--- src/rtl/host_xfer_cfg.svh ---
`ifndef HOST_XFER_CFG_SVH
`define HOST_XFER_CFG_SVH
// Register offsets on the parallel port
`define CTRL_A_ADDR      8'h00
`define CTRL_B_ADDR      8'h08
`define CTRL1_ADDR       8'h05
`define CTRL2_ADDR       8'h0f
// Control register field positions
`define BIT_PREAMBLE     7
`define BIT_TOGGLE       6
`define BIT_ALIGN        5
`define BIT_ISO          4
`define BIT_RESERVED     3
`define BIT_DIR          2
`define BIT_ENABLE       1
`define BIT_GO           0
// Speed and polarity bits in the other control registers
`define BIT_LOW_SPEED    5
`define BIT_LS_POLARITY  6
// Reset values
`define CTRL_RESET       8'h00
`define CTRL1_RESET      8'h00
`define CTRL2_RESET      8'h00
`endif

--- src/rtl/host_xfer_pkg.sv ---
package host_xfer_pkg;
  // Scheduler state
  typedef enum logic [1:0] {
    SCH_IDLE,
    SCH_WAIT_SOF,
    SCH_LAUNCH,
    SCH_BUSY
  } sched_state_t;
  // Launch request descriptor kinds
  typedef enum logic [1:0] {
    PKT_IN,
    PKT_OUT_DATA0,
    PKT_OUT_DATA1
  } pkt_kind_t;
endpackage : host_xfer_pkg

--- src/rtl/xfer_ctrl_set.sv ---
`timescale 1ns/1ps
`include "host_xfer_cfg.svh"
// One control register set (A or B) with self-clearing go bit
module xfer_ctrl_set #(
  parameter logic [7:0] ADDR = 8'h00
) (
  input  wire logic       clk,
  input  wire logic       sys_rst,
  input  wire logic       wr_en,
  input  wire logic [7:0] addr,
  input  wire logic [7:0] wdata,
  input  wire logic       done,
  output logic      [7:0] ctrl
);
  logic [7:0] ctrl_reg;   // Stored control byte
  logic [7:0] ctrl_next;  // Next control byte

  ////////////////////////////////////////////////////////////////////////////
  // Next value: a write stores the byte, completion drops go
  always_comb begin
    ctrl_next = ctrl_reg;
    if (wr_en && (addr == ADDR)) begin
      ctrl_next = wdata;
      // Reserved bit holds no state
      ctrl_next[`BIT_RESERVED] = 1'b0;
    end
    // Completion wins over a same-cycle write of go, so a stale
    // write cannot relaunch a transfer that just ended
    if (done) begin
      ctrl_next[`BIT_GO] = 1'b0;
    end
  end

  // Register; all bits reset to zero, go among them
  always_ff @(posedge clk or posedge sys_rst) begin
    if (sys_rst) begin
      ctrl_reg <= `CTRL_RESET;
    end else begin
      ctrl_reg <= ctrl_next;
    end
  end

  assign ctrl = ctrl_reg;
endmodule : xfer_ctrl_set

--- src/rtl/usb_host_transfer_control.sv ---
`timescale 1ns/1ps
`include "host_xfer_cfg.svh"
// Transfer control for both register sets, and the launch scheduler
module usb_host_transfer_control (
  input  wire logic       clk,            // 10 MHz system clock
  input  wire logic       sys_rst,        // Asynchronous reset, active high
  input  wire logic       wr_en,          // Parallel port write strobe
  input  wire logic       rd_en,          // Parallel port read strobe
  input  wire logic [7:0] addr,           // Register address
  input  wire logic [7:0] wdata,          // Write data
  output logic      [7:0] rdata,          // Read data, registered
  input  wire logic       sof_sent,       // Pulse: engine finished an SOF
  input  wire logic       engine_busy,    // Serial engine occupied
  input  wire logic       xfer_complete,  // Pulse: launched transfer ended
  output logic            launch,         // Pulse: start a packet
  output logic            launch_set_b,   // Set that was launched
  output logic            send_preamble,  // Precede packet by preamble
  output logic            dir_out,        // 1 OUT, 0 IN
  output logic            data_toggle,    // DATA1 when 1, OUT only
  output logic            iso_mode,       // Isochronous packet
  output logic            done_a,         // Pulse: done interrupt, set A
  output logic            done_b,         // Pulse: done interrupt, set B
  output logic            ext_mode        // Extended feature mode on
);
  ////////////////////////////////////////////////////////////////////////////
  // Register sets
  logic [7:0] ctrl_a;  // Set A control byte
  logic [7:0] ctrl_b;  // Set B control byte
  logic       done_a_w;
  logic       done_b_w;

  xfer_ctrl_set #(.ADDR(`CTRL_A_ADDR)) set_a (
    .clk     (clk),
    .sys_rst (sys_rst),
    .wr_en   (wr_en),
    .addr    (addr),
    .wdata   (wdata),
    .done    (done_a_w),
    .ctrl    (ctrl_a)
  );

  xfer_ctrl_set #(.ADDR(`CTRL_B_ADDR)) set_b (
    .clk     (clk),
    .sys_rst (sys_rst),
    .wr_en   (wr_en),
    .addr    (addr),
    .wdata   (wdata),
    .done    (done_b_w),
    .ctrl    (ctrl_b)
  );

  ////////////////////////////////////////////////////////////////////////////
  // Speed bits and extended mode flag
  logic [7:0] ctrl1_reg;   // Control register 1 copy
  logic [7:0] ctrl1_next;
  logic [7:0] ctrl2_reg;   // Control register 2 copy
  logic [7:0] ctrl2_next;
  logic       ext_reg;     // Extended mode latched by any 0Fh write
  logic       ext_next;

  // Capture writes to the other control registers
  always_comb begin
    ctrl1_next = ctrl1_reg;
    ctrl2_next = ctrl2_reg;
    ext_next   = ext_reg;
    if (wr_en && (addr == `CTRL1_ADDR)) begin
      ctrl1_next = wdata;
    end
    if (wr_en && (addr == `CTRL2_ADDR)) begin
      ctrl2_next = wdata;
      ext_next   = 1'b1;
    end
  end

  // Register the speed configuration
  always_ff @(posedge clk or posedge sys_rst) begin
    if (sys_rst) begin
      ctrl1_reg <= `CTRL1_RESET;
      ctrl2_reg <= `CTRL2_RESET;
      ext_reg   <= 1'b0;
    end else begin
      ctrl1_reg <= ctrl1_next;
      ctrl2_reg <= ctrl2_next;
      ext_reg   <= ext_next;
    end
  end

  // Direct low speed: engine slow and low speed polarity together
  logic direct_ls;
  assign direct_ls = ctrl1_reg[`BIT_LOW_SPEED] & ctrl2_reg[`BIT_LS_POLARITY];
  assign ext_mode  = ext_reg;

  ////////////////////////////////////////////////////////////////////////////
  // Readiness of each set
  logic ready_a;  // Set A armed and enabled
  logic ready_b;  // Set B armed, enabled and usable
  assign ready_a = ctrl_a[`BIT_ENABLE] & ctrl_a[`BIT_GO];
  assign ready_b = ctrl_b[`BIT_ENABLE] & ctrl_b[`BIT_GO] & ext_reg;

  ////////////////////////////////////////////////////////////////////////////
  // Scheduler
  host_xfer_pkg::sched_state_t state_reg;
  host_xfer_pkg::sched_state_t state_next;
  logic cur_b_reg;    // Set currently selected
  logic cur_b_next;
  logic pref_b_reg;   // Set preferred on next pick
  logic pref_b_next;
  logic launch_next;
  logic pick_b;       // Set chosen this cycle
  logic pick_ok;      // A set is ready to be chosen
  logic [7:0] pick_ctrl;

  // Preference alternates so a completed set hands over to the other
  always_comb begin
    pick_b  = 1'b0;
    pick_ok = 1'b0;
    if (pref_b_reg && ready_b) begin
      pick_b  = 1'b1;
      pick_ok = 1'b1;
    end else if (ready_a) begin
      pick_b  = 1'b0;
      pick_ok = 1'b1;
    end else if (ready_b) begin
      pick_b  = 1'b1;
      pick_ok = 1'b1;
    end
    pick_ctrl = pick_b ? ctrl_b : ctrl_a;
  end

  // Next scheduler state
  always_comb begin
    state_next  = state_reg;
    cur_b_next  = cur_b_reg;
    pref_b_next = pref_b_reg;
    launch_next = 1'b0;
    done_a_w    = 1'b0;
    done_b_w    = 1'b0;
    case (state_reg)
      host_xfer_pkg::SCH_IDLE: begin
        if (pick_ok) begin
          cur_b_next = pick_b;
          // Aligned packets wait for an SOF; others go when engine free
          if (pick_ctrl[`BIT_ALIGN]) begin
            state_next = host_xfer_pkg::SCH_WAIT_SOF;
          end else if (!engine_busy) begin
            state_next = host_xfer_pkg::SCH_LAUNCH;
          end
        end
      end
      host_xfer_pkg::SCH_WAIT_SOF: begin
        // Dropping enable or go cancels the held packet
        if (!(cur_b_reg ? ready_b : ready_a)) begin
          state_next = host_xfer_pkg::SCH_IDLE;
        end else if (sof_sent) begin
          state_next = host_xfer_pkg::SCH_LAUNCH;
        end
      end
      host_xfer_pkg::SCH_LAUNCH: begin
        // Recheck readiness so a late disable still blocks launch
        if (cur_b_reg ? ready_b : ready_a) begin
          if (!engine_busy) begin
            launch_next = 1'b1;
            state_next  = host_xfer_pkg::SCH_BUSY;
          end
        end else begin
          state_next = host_xfer_pkg::SCH_IDLE;
        end
      end
      host_xfer_pkg::SCH_BUSY: begin
        if (xfer_complete) begin
          done_a_w    = !cur_b_reg;
          done_b_w    = cur_b_reg;
          pref_b_next = !cur_b_reg;
          state_next  = host_xfer_pkg::SCH_IDLE;
        end
      end
      default: begin
        state_next = host_xfer_pkg::SCH_IDLE;
      end
    endcase
  end

  // Register scheduler state
  always_ff @(posedge clk or posedge sys_rst) begin
    if (sys_rst) begin
      state_reg  <= host_xfer_pkg::SCH_IDLE;
      cur_b_reg  <= 1'b0;
      pref_b_reg <= 1'b0;
    end else begin
      state_reg  <= state_next;
      cur_b_reg  <= cur_b_next;
      pref_b_reg <= pref_b_next;
    end
  end

  ////////////////////////////////////////////////////////////////////////////
  // Packet attributes, registered at launch and held during the transfer
  logic [7:0] cur_ctrl;
  logic       launch_reg;
  logic       set_b_reg;
  logic       set_b_next;
  logic       pre_reg;
  logic       pre_next;
  logic       dir_reg;
  logic       dir_next;
  logic       tog_reg;
  logic       tog_next;
  logic       iso_reg;
  logic       iso_next;
  logic       done_a_reg;
  logic       done_b_reg;

  assign cur_ctrl = cur_b_reg ? ctrl_b : ctrl_a;

  // Decode the selected set's byte when the launch fires
  always_comb begin
    set_b_next = set_b_reg;
    pre_next   = pre_reg;
    dir_next   = dir_reg;
    tog_next   = tog_reg;
    iso_next   = iso_reg;
    if (launch_next) begin
      set_b_next = cur_b_reg;
      // Preamble only toward hub low speed; direct mode ignores it
      pre_next   = cur_ctrl[`BIT_PREAMBLE] & ~direct_ls;
      dir_next   = cur_ctrl[`BIT_DIR];
      // Toggle has meaning only on OUT; IN packets report DATA0
      tog_next   = cur_ctrl[`BIT_TOGGLE] & cur_ctrl[`BIT_DIR];
      iso_next   = cur_ctrl[`BIT_ISO];
    end
  end

  // Register outputs
  always_ff @(posedge clk or posedge sys_rst) begin
    if (sys_rst) begin
      launch_reg <= 1'b0;
      set_b_reg  <= 1'b0;
      pre_reg    <= 1'b0;
      dir_reg    <= 1'b0;
      tog_reg    <= 1'b0;
      iso_reg    <= 1'b0;
      done_a_reg <= 1'b0;
      done_b_reg <= 1'b0;
    end else begin
      launch_reg <= launch_next;
      set_b_reg  <= set_b_next;
      pre_reg    <= pre_next;
      dir_reg    <= dir_next;
      tog_reg    <= tog_next;
      iso_reg    <= iso_next;
      done_a_reg <= done_a_w;
      done_b_reg <= done_b_w;
    end
  end

  assign launch        = launch_reg;
  assign launch_set_b  = set_b_reg;
  assign send_preamble = pre_reg;
  assign dir_out       = dir_reg;
  assign data_toggle   = tog_reg;
  assign iso_mode      = iso_reg;
  assign done_a        = done_a_reg;
  assign done_b        = done_b_reg;

  ////////////////////////////////////////////////////////////////////////////
  // Read port: control bytes of both sets, others read zero here
  logic [7:0] rdata_reg;
  logic [7:0] rdata_next;

  // Address decode for reads
  always_comb begin
    rdata_next = rdata_reg;
    if (rd_en) begin
      if (addr == `CTRL_A_ADDR) begin
        rdata_next = ctrl_a;
      end else if (addr == `CTRL_B_ADDR) begin
        rdata_next = ctrl_b;
      end else begin
        rdata_next = 8'h00;
      end
    end
  end

  // Register read data
  always_ff @(posedge clk or posedge sys_rst) begin
    if (sys_rst) begin
      rdata_reg <= 8'h00;
    end else begin
      rdata_reg <= rdata_next;
    end
  end

  assign rdata = rdata_reg;
endmodule : usb_host_transfer_control

--- config.mk ---
export PLATFORM = sky130hd
export DESIGN_NAME = usb_host_transfer_control
export DESIGN_NICKNAME = d
export VERILOG_FILES = /design/src/rtl/host_xfer_pkg.sv /design/src/rtl/xfer_ctrl_set.sv /design/src/rtl/usb_host_transfer_control.sv
export VERILOG_INCLUDE_DIRS = /design/src /design/src/rtl
export SDC_FILE = /design/constraint.sdc
export NUM_CORES = 1
export LEC_CHECK = 0
export BUFFER_PORTS_ARGS = -buffer_cell sky130_fd_sc_hd__buf_2
export CAP_MARGIN = 20
export CELL_PAD_IN_SITES_DETAIL_PLACEMENT = 0
export CELL_PAD_IN_SITES_GLOBAL_PLACEMENT = 1
export CORE_UTILIZATION = 46
export CTS_BUF_LIST = sky130_fd_sc_hd__clkbuf_16
export CTS_CLUSTER_DIAMETER = 50
export DETAILED_ROUTE_END_ITERATION = 10
export GPL_TIMING_DRIVEN = 0
export PLACE_DENSITY = 0.94
export SLEW_MARGIN = 0
export SYNTH_ARGS = -nofsm -noshare
export SYNTH_HDL_FRONTEND = slang
export SYNTH_HIERARCHICAL = 1
export SYNTH_SLANG_ARGS = --single-unit
--- constraint.sdc ---
create_clock -name clk -period 5.7 [get_ports clk]
set_clock_uncertainty 0.2 [all_clocks]
set_input_delay 0.285 -clock clk [delete_from_list [all_inputs] [get_ports clk]]
set_output_delay 0.285 -clock clk [all_outputs]
set_load 0.01 [all_outputs]
==> results of run 1 <==
## logic make-up after synthesis
group	Yosys count	synth area share (%)
multiplexers	21	13.0
AND/OR/NAND/NOR	53	20.3
other	2	0.409
AO/OA/AOI/OAI	26	12.0
flip-flops	37	50.5
buffers and inverters	12	3.89
## per-stage QoR
step	cells	total power, mW
final	246	0.605
after global routing	246	0.630
after CTS	246	0.609
after detailed placement	237	0.350
after global placement	237	0.347
after floorplan	151	0.326
## worst max-delay path: cells and delay by family (launching register included)
kind	cells	cell delay (ns)
buffers and inverters	1	0.15
flip-flops	1	0.37
multiplexers	1	0.35
AND/OR/NAND/NOR	1	0.18
AO/OA/AOI/OAI	1	0.71
## Yosys cell counts (2+ instances only)
| master | count |
|---|---|
| dfrtp_1 | 37 |
| mux2_2 | 14 |
| nor2_1 | 11 |
| a221o_1 | 8 |
| nor2b_1 | 8 |
| inv_1 | 7 |
| nand2_1 | 6 |
| mux2i_1 | 5 |
| nand2b_1 | 5 |
| a21oi_1 | 4 |
| and3_1 | 3 |
| buf_4 | 3 |
| nand3_1 | 3 |
| nor3_1 | 3 |
| o31ai_1 | 3 |
| a21o_1 | 2 |
| buf_6 | 2 |
| conb_1 | 2 |
| mux2_4 | 2 |
| nand4_1 | 2 |
| nor4b_4 | 2 |
| o21ai_0 | 2 |
## metal layers
metal  GRT usage [%]  part of all wire [%]  vias to the layer above  wire (microns)
met5               0                     0                        -               0
met2            38.0                    51                       36            2100
met3            6.08                   4.9                        8             201
li1                -                     -                      642               -
met1            26.0                    42                      672            1690
met4            8.42                   2.0                        0              82
## worst min-delay path by stage
stage | end | from | cells after the start
floorplan | set_a/ctrl[0] | sys_rst | 1
global placement | set_a/ctrl[6] | sys_rst | 2
detailed placement | set_b/ctrl[6] | sys_rst | 2
CTS | set_b/ctrl[4] | wdata[4] | 2
global route | set_a/ctrl[4] | wdata[4] | 2
finish | set_a/ctrl[4] | wdata[4] | 2
## final cells by class
| cell class | count | area (sq um) | share of cell area [%] |
|---|---|---|---|
| Clock inverter | 3 | 13.8 | 0.616 |
| Tap cell | 48 | 60.1 | 2.69 |
| Multi-Input combinational cell | 102 | 837 | 37.5 |
| Sequential cell | 37 | 926 | 41.5 |
| Inverter | 7 | 26.3 | 1.18 |
| Buffer | 5 | 45.0 | 2.02 |
| Timing Repair Buffer | 39 | 200 | 8.96 |
| Clock buffer | 5 | 125 | 5.60 |
## cells in the final DEF (no fill, tap or decap), drive strengths merged, types with 2 or more instances in the layout
master / instances
nor4b: 2
nand2b: 5
nand4: 2
dfrtp: 37
nand2: 6
o31ai: 3
nand3: 4
nor2b: 8
clkinv: 2
o21ai: 2
a221o: 8
inv: 8
nor3: 4
mux2i: 5
a21o: 2
buf: 43
and3: 4
a21oi: 4
mux2: 16
clkbuf: 5
nand3b: 2
conb: 2
nor2: 11
## where the power goes
part	switching [mW]	internal [mW]
Clock	0.0995	0.158
Sequential	0.00928	0.274
Combinational	0.0352	0.0281
Total	0.144	0.461
==> flow_metrics.env, run 1 <==
export IMPL_status="completed"
export IMPL_start_util_pct=49.0
export IMPL_synth_flop_cell="dfrtp_1"
export IMPL_antenna_found_initial=0
export IMPL_relSlewSlack_pct=40.6
export IMPL_n_antenna_cell=0
export IMPL_io_pins=40
export IMPL_numCtsBuffers=5
export IMPL_p_leak_nw=1.19
export IMPL_hold_slack_ns=0.0490
export IMPL_critPathCaptureType="flip-flop"
export IMPL_cp_max_fo=10
export IMPL_tightest_slew_ns=0.890
export IMPL_antenna_left=0
export IMPL_setup_viol=0
export IMPL_synth_seq_area_share_pct=50.5
export IMPL_endpoint="launch_set_b"
export IMPL_r2r_end="launch_set_b"
export IMPL_die_area_sq_mm=0.00424
export IMPL_max_cap_violations=0
export IMPL_yosys_area_top_type="dfrtp_1"
export IMPL_worst_slack_ns=3.63
export IMPL_wl_mm=4.07
export IMPL_root_buffer="clkbuf_16"
export IMPL_start_kind="flip-flop"
export IMPL_ys_warn_count=6
export IMPL_critical_path_class="reg -> reg"
export IMPL_r2r_cells=4
export IMPL_nFillCells=325
export IMPL_cts_buffer_depth=2
export IMPL_cts_tree="yes"
export IMPL_path_cells="buf_6, nand3b_4, a2111oi_4, mux2_4"
export IMPL_synth_area_sq_mm=0.00183
export IMPL_synth_edf_count=0
export IMPL_rows=22
export IMPL_cts_resized=0
export IMPL_clkTransAtPathRegs_ns=0.05
export IMPL_htreeDepth=2
export IMPL_area_growth_pct=21.8
export IMPL_grt_pass1_wl_mm=6.73
export IMPL_fin_nets=220
export IMPL_cts_setup_buffers=0
export IMPL_placed_area_sq_mm=0.00208
export IMPL_rsz0062_at_grt="no"
export IMPL_io_buffers=38
export IMPL_fin_crit_ns=2.07
export IMPL_fin_util_pct=59.7
export IMPL_vias_per_cell=5.52
export IMPL_worst_ir_drop_vdd_v=0.000175
export IMPL_firstDrtPassIters=4
export IMPL_largest_reg_flops=8
export IMPL_cts_hold_buf=1
export IMPL_max_stage_delay_ns=0.71
export IMPL_grt_pass1_vias=1407
export IMPL_async_flop_share_pct=100
export IMPL_synth_cell_types=39
export IMPL_hold_path_class="in -> reg"
export IMPL_hpwl_mm=3.05
export IMPL_cp_required_ns=5.67
export IMPL_synth_seq_cells=37
export IMPL_wl_per_cell_microns=16.6
export IMPL_grt_max_degree=24
export IMPL_netlist_instances=151
export IMPL_maxSlewViolCount=0
export IMPL_crit_start="cur_b_reg"
export IMPL_clkLatencyLatePin_ns=0.28
export IMPL_drcViolationCount=0
export IMPL_clock_sinks=37
export IMPL_synthTopCellsByArea="dfrtp_1, mux2_2, a221o_1, mux2i_1, nor2b_1"
export IMPL_synth_nets=174
export IMPL_max_freq_mhz=483
export IMPL_synth_top_area_share_pct=50.5
export IMPL_die_x_microns=65.1
export IMPL_first_iter_violations=94
export IMPL_power_density_mw_per_mm2=271
export IMPL_fin_area_sq_mm=0.00223
export IMPL_r2r_slack_ns=3.63
export IMPL_core_sq_mm=0.00374
export IMPL_gr_total_overflow=0
export IMPL_track_usage_pct=22.0
export IMPL_routed_via_count=1358
export IMPL_dieHeight_microns=65.1
export IMPL_reg2reg_from="cur_b_reg"
export IMPL_finalCritPeriodShare_pct=36.3
export IMPL_layout_drive_gt1_share_pct=37.4
export IMPL_tns_ns=0
export IMPL_place_ws_ns=3.64
export IMPL_synth_avg_cell_area_sq_um=12.1
export IMPL_cp_slowest_cell="a2111oi_4"
export IMPL_worst_ep_arrival_time_ns=2.04
export IMPL_hold_viol=0
export IMPL_globalplace_congestion=0.853
Power figures use the tool's default switching activity.
==> inputs of run 2 (changes only) <==
Settings changed: CORE_UTILIZATION 46 to 38, PLACE_DENSITY 0.94 to 0.84.
Clock period 5.7 ns to 1.7 ns, I/O delays scaled along.
==> flow_metrics.env, run 2 (synthesis results as in run 1) <==
export IMPL_layout_drive_gt1_share_pct=37.9
export IMPL_power_density_mw_per_mm2=908
export IMPL_firstDrtPassIters=4
export IMPL_critical_path_class="reg -> reg"
export IMPL_vias_per_cell=5.33
export IMPL_fin_area_sq_mm=0.00241
export IMPL_drcViolationCount=0
export IMPL_sequentialPowerShare_pct=43.5
export IMPL_antenna_found_initial=0
export IMPL_setup_viol=2
export IMPL_grt_pass1_wl_mm=6.64
export IMPL_nFillCells=396
export IMPL_n_antenna_cell=0
export IMPL_grt_pass1_vias=1390
export IMPL_routed_via_count=1419
export IMPL_start_util_pct=40.7
export IMPL_placed_area_sq_mm=0.00209
export IMPL_io_buffers=38
export IMPL_rsz0062_at_grt="yes"
export IMPL_die_area_sq_mm=0.00511
export IMPL_hpwl_mm=2.71
export IMPL_worst_ep_arrival_time_ns=1.72
export IMPL_fin_nets=236
export IMPL_rows=24
export IMPL_maxSlewViolCount=0
export IMPL_root_buffer="clkbuf_16"
export IMPL_start_kind="flip-flop"
export IMPL_clkLatencyLatePin_ns=0.28
export IMPL_core_sq_mm=0.00450
export IMPL_placedCellCount=241
export IMPL_hold_viol=0
export IMPL_max_cap_violations=0
export IMPL_failed_checks="setup timing"
export IMPL_area_growth_pct=31.4
export IMPL_cp_max_fo=5
export IMPL_comb_power_share_pct=10.6
export IMPL_switchingPower_mw=0.476
export IMPL_max_freq_mhz=567
export IMPL_critPathCaptureType="flip-flop"
export IMPL_io_pins=40
export IMPL_cts_tree="yes"
export IMPL_power_internal_mw=1.71
export IMPL_largest_reg_flops=8
export IMPL_layout_common_cells="buf_2, dfrtp_1, mux2_2, nor2_1, dlygate4sd3_1"
export IMPL_dieHeight_microns=71.5
export IMPL_power_mw=2.19
export IMPL_fin_util_pct=53.5
export IMPL_layout_cells_non_filler=266
export IMPL_clkPwrFrac_pct=45.9
export IMPL_track_usage_pct=17.4
export IMPL_hold_slack_ns=0.0293
export IMPL_wl_mm=4.03
export IMPL_die_x_microns=71.5
export IMPL_p_leak_nw=1.27
export IMPL_worst_slack_ns=-0.0642
export IMPL_gr_total_overflow=0
export IMPL_cts_buffer_depth=2
export IMPL_hold_path_class="in -> reg"
export IMPL_wl_per_cell_microns=15.2
export IMPL_clock_sinks=37
export IMPL_relSlewSlack_pct=38.1
export IMPL_worst_ir_drop_vdd_v=0.000395
export IMPL_p_sw_share_pct=21.8
export IMPL_globalplace_congestion=0.771
export IMPL_final_common_cell="buf_2"
export IMPL_htreeDepth=2
export IMPL_finalCritPeriodShare_pct=104
export IMPL_cp_required_ns=1.66
export IMPL_antenna_left=0
export IMPL_fin_crit_ns=1.76
export IMPL_grt_max_degree=24
export IMPL_clkTransAtPathRegs_ns=0.06
export IMPL_tightest_slew_ns=0.927
export IMPL_status="complete, but fails checks"
export IMPL_first_iter_violations=73
export IMPL_numCtsBuffers=5
## run 2: cell count changes in the layout (fill, tap and decap cells not counted)
cell / previous run / this run
clkinv_1: 0 / 1
dfrtp_1: 37 / 36
clkinv_2: 2 / 0
bufinv_16: 0 / 1
nor4_1: 1 / 0
dfrtp_2: 0 / 1
dlygate4sd3_1: 1 / 11
buf_6: 2 / 1
buf_4: 3 / 10
nor4_2: 0 / 1
## run 2: path summary, 6_finish.rpt
check,cells after the start,end,startpoint,slack [ns]
min in group asynchronous,3,set_a/ctrl[7],sys_rst,0.12
min,4,ext_mode,addr[5],0.03
max in group asynchronous,3,launch_set_b,sys_rst,0.35
min reg2reg,1,launch_set_b,launch_set_b,0.30
max,4,launch_set_b,ext_mode,-0.06
max reg2reg,4,launch_set_b,ext_mode,-0.06
## run 2: what timing repair did
item / CTS / global route
setup endpoints to repair: 7 / 13
endpoints found under the hold margin: 58 / 0
setup buffers: 5 / 2
pin swaps: 1 / 1
hold buffers: 11 / 0
gates cloned: 0 / 0
gates resized for setup: 0 / 2
## run 2: metal layers
| layer | vias to the layer above | routed length, microns | global-route usage [%] |
|---|---|---|---|
| li1 | 677 | - | - |
| met5 | - | 0 | 0 |
| met3 | 7 | 182 | 4.64 |
| met4 | 0 | 74 | 5.88 |
| met1 | 683 | 1810 | 22.1 |
| met2 | 52 | 1970 | 28.8 |
## run 2: critical path, cell delays in order, from the launching register on
cell and delay (ns):
dfrtp_1 0.42, nand4_1 0.20, a2111oi_4 0.32, buf_4 0.21, mux2_4 0.30
## run 2: cell type report
| type | instances | area, sq um | area share [%] |
|---|---|---|---|
| multi-input cells | 102 | 843 | 35.0 |
| clock buffers | 5 | 125 | 5.19 |
| well taps | 52 | 65.1 | 2.70 |
| clock inverters | 3 | 37.5 | 1.56 |
| flip-flops and latches | 37 | 927 | 38.5 |
| repair buffers | 56 | 353 | 14.6 |
| inverters | 7 | 26.3 | 1.09 |
| plain buffers | 4 | 33.8 | 1.40 |
## run 2: power groups by stage
stage                     sequential [mW]  clock (mW)  combinational [mW]
after floorplan                     0.959           0               0.133
after global placement              0.964           0               0.205
after detailed placement            0.966           0               0.208
after CTS                           0.950        1.03               0.228
after global routing                0.956        1.06               0.258
final                               0.951        1.00               0.232
## run 2: per-stage QoR
step           worst slack (ns)  TNS (ns)
3_3_place_gp             -0.396     -2.89
5_1_grt                  -0.127    -0.491
6_report                -0.0642    -0.128
3_5_place_dp             -0.399     -3.04
4_1_cts                 -0.0956    -0.261
2_1_floorplan            -0.163    -0.326
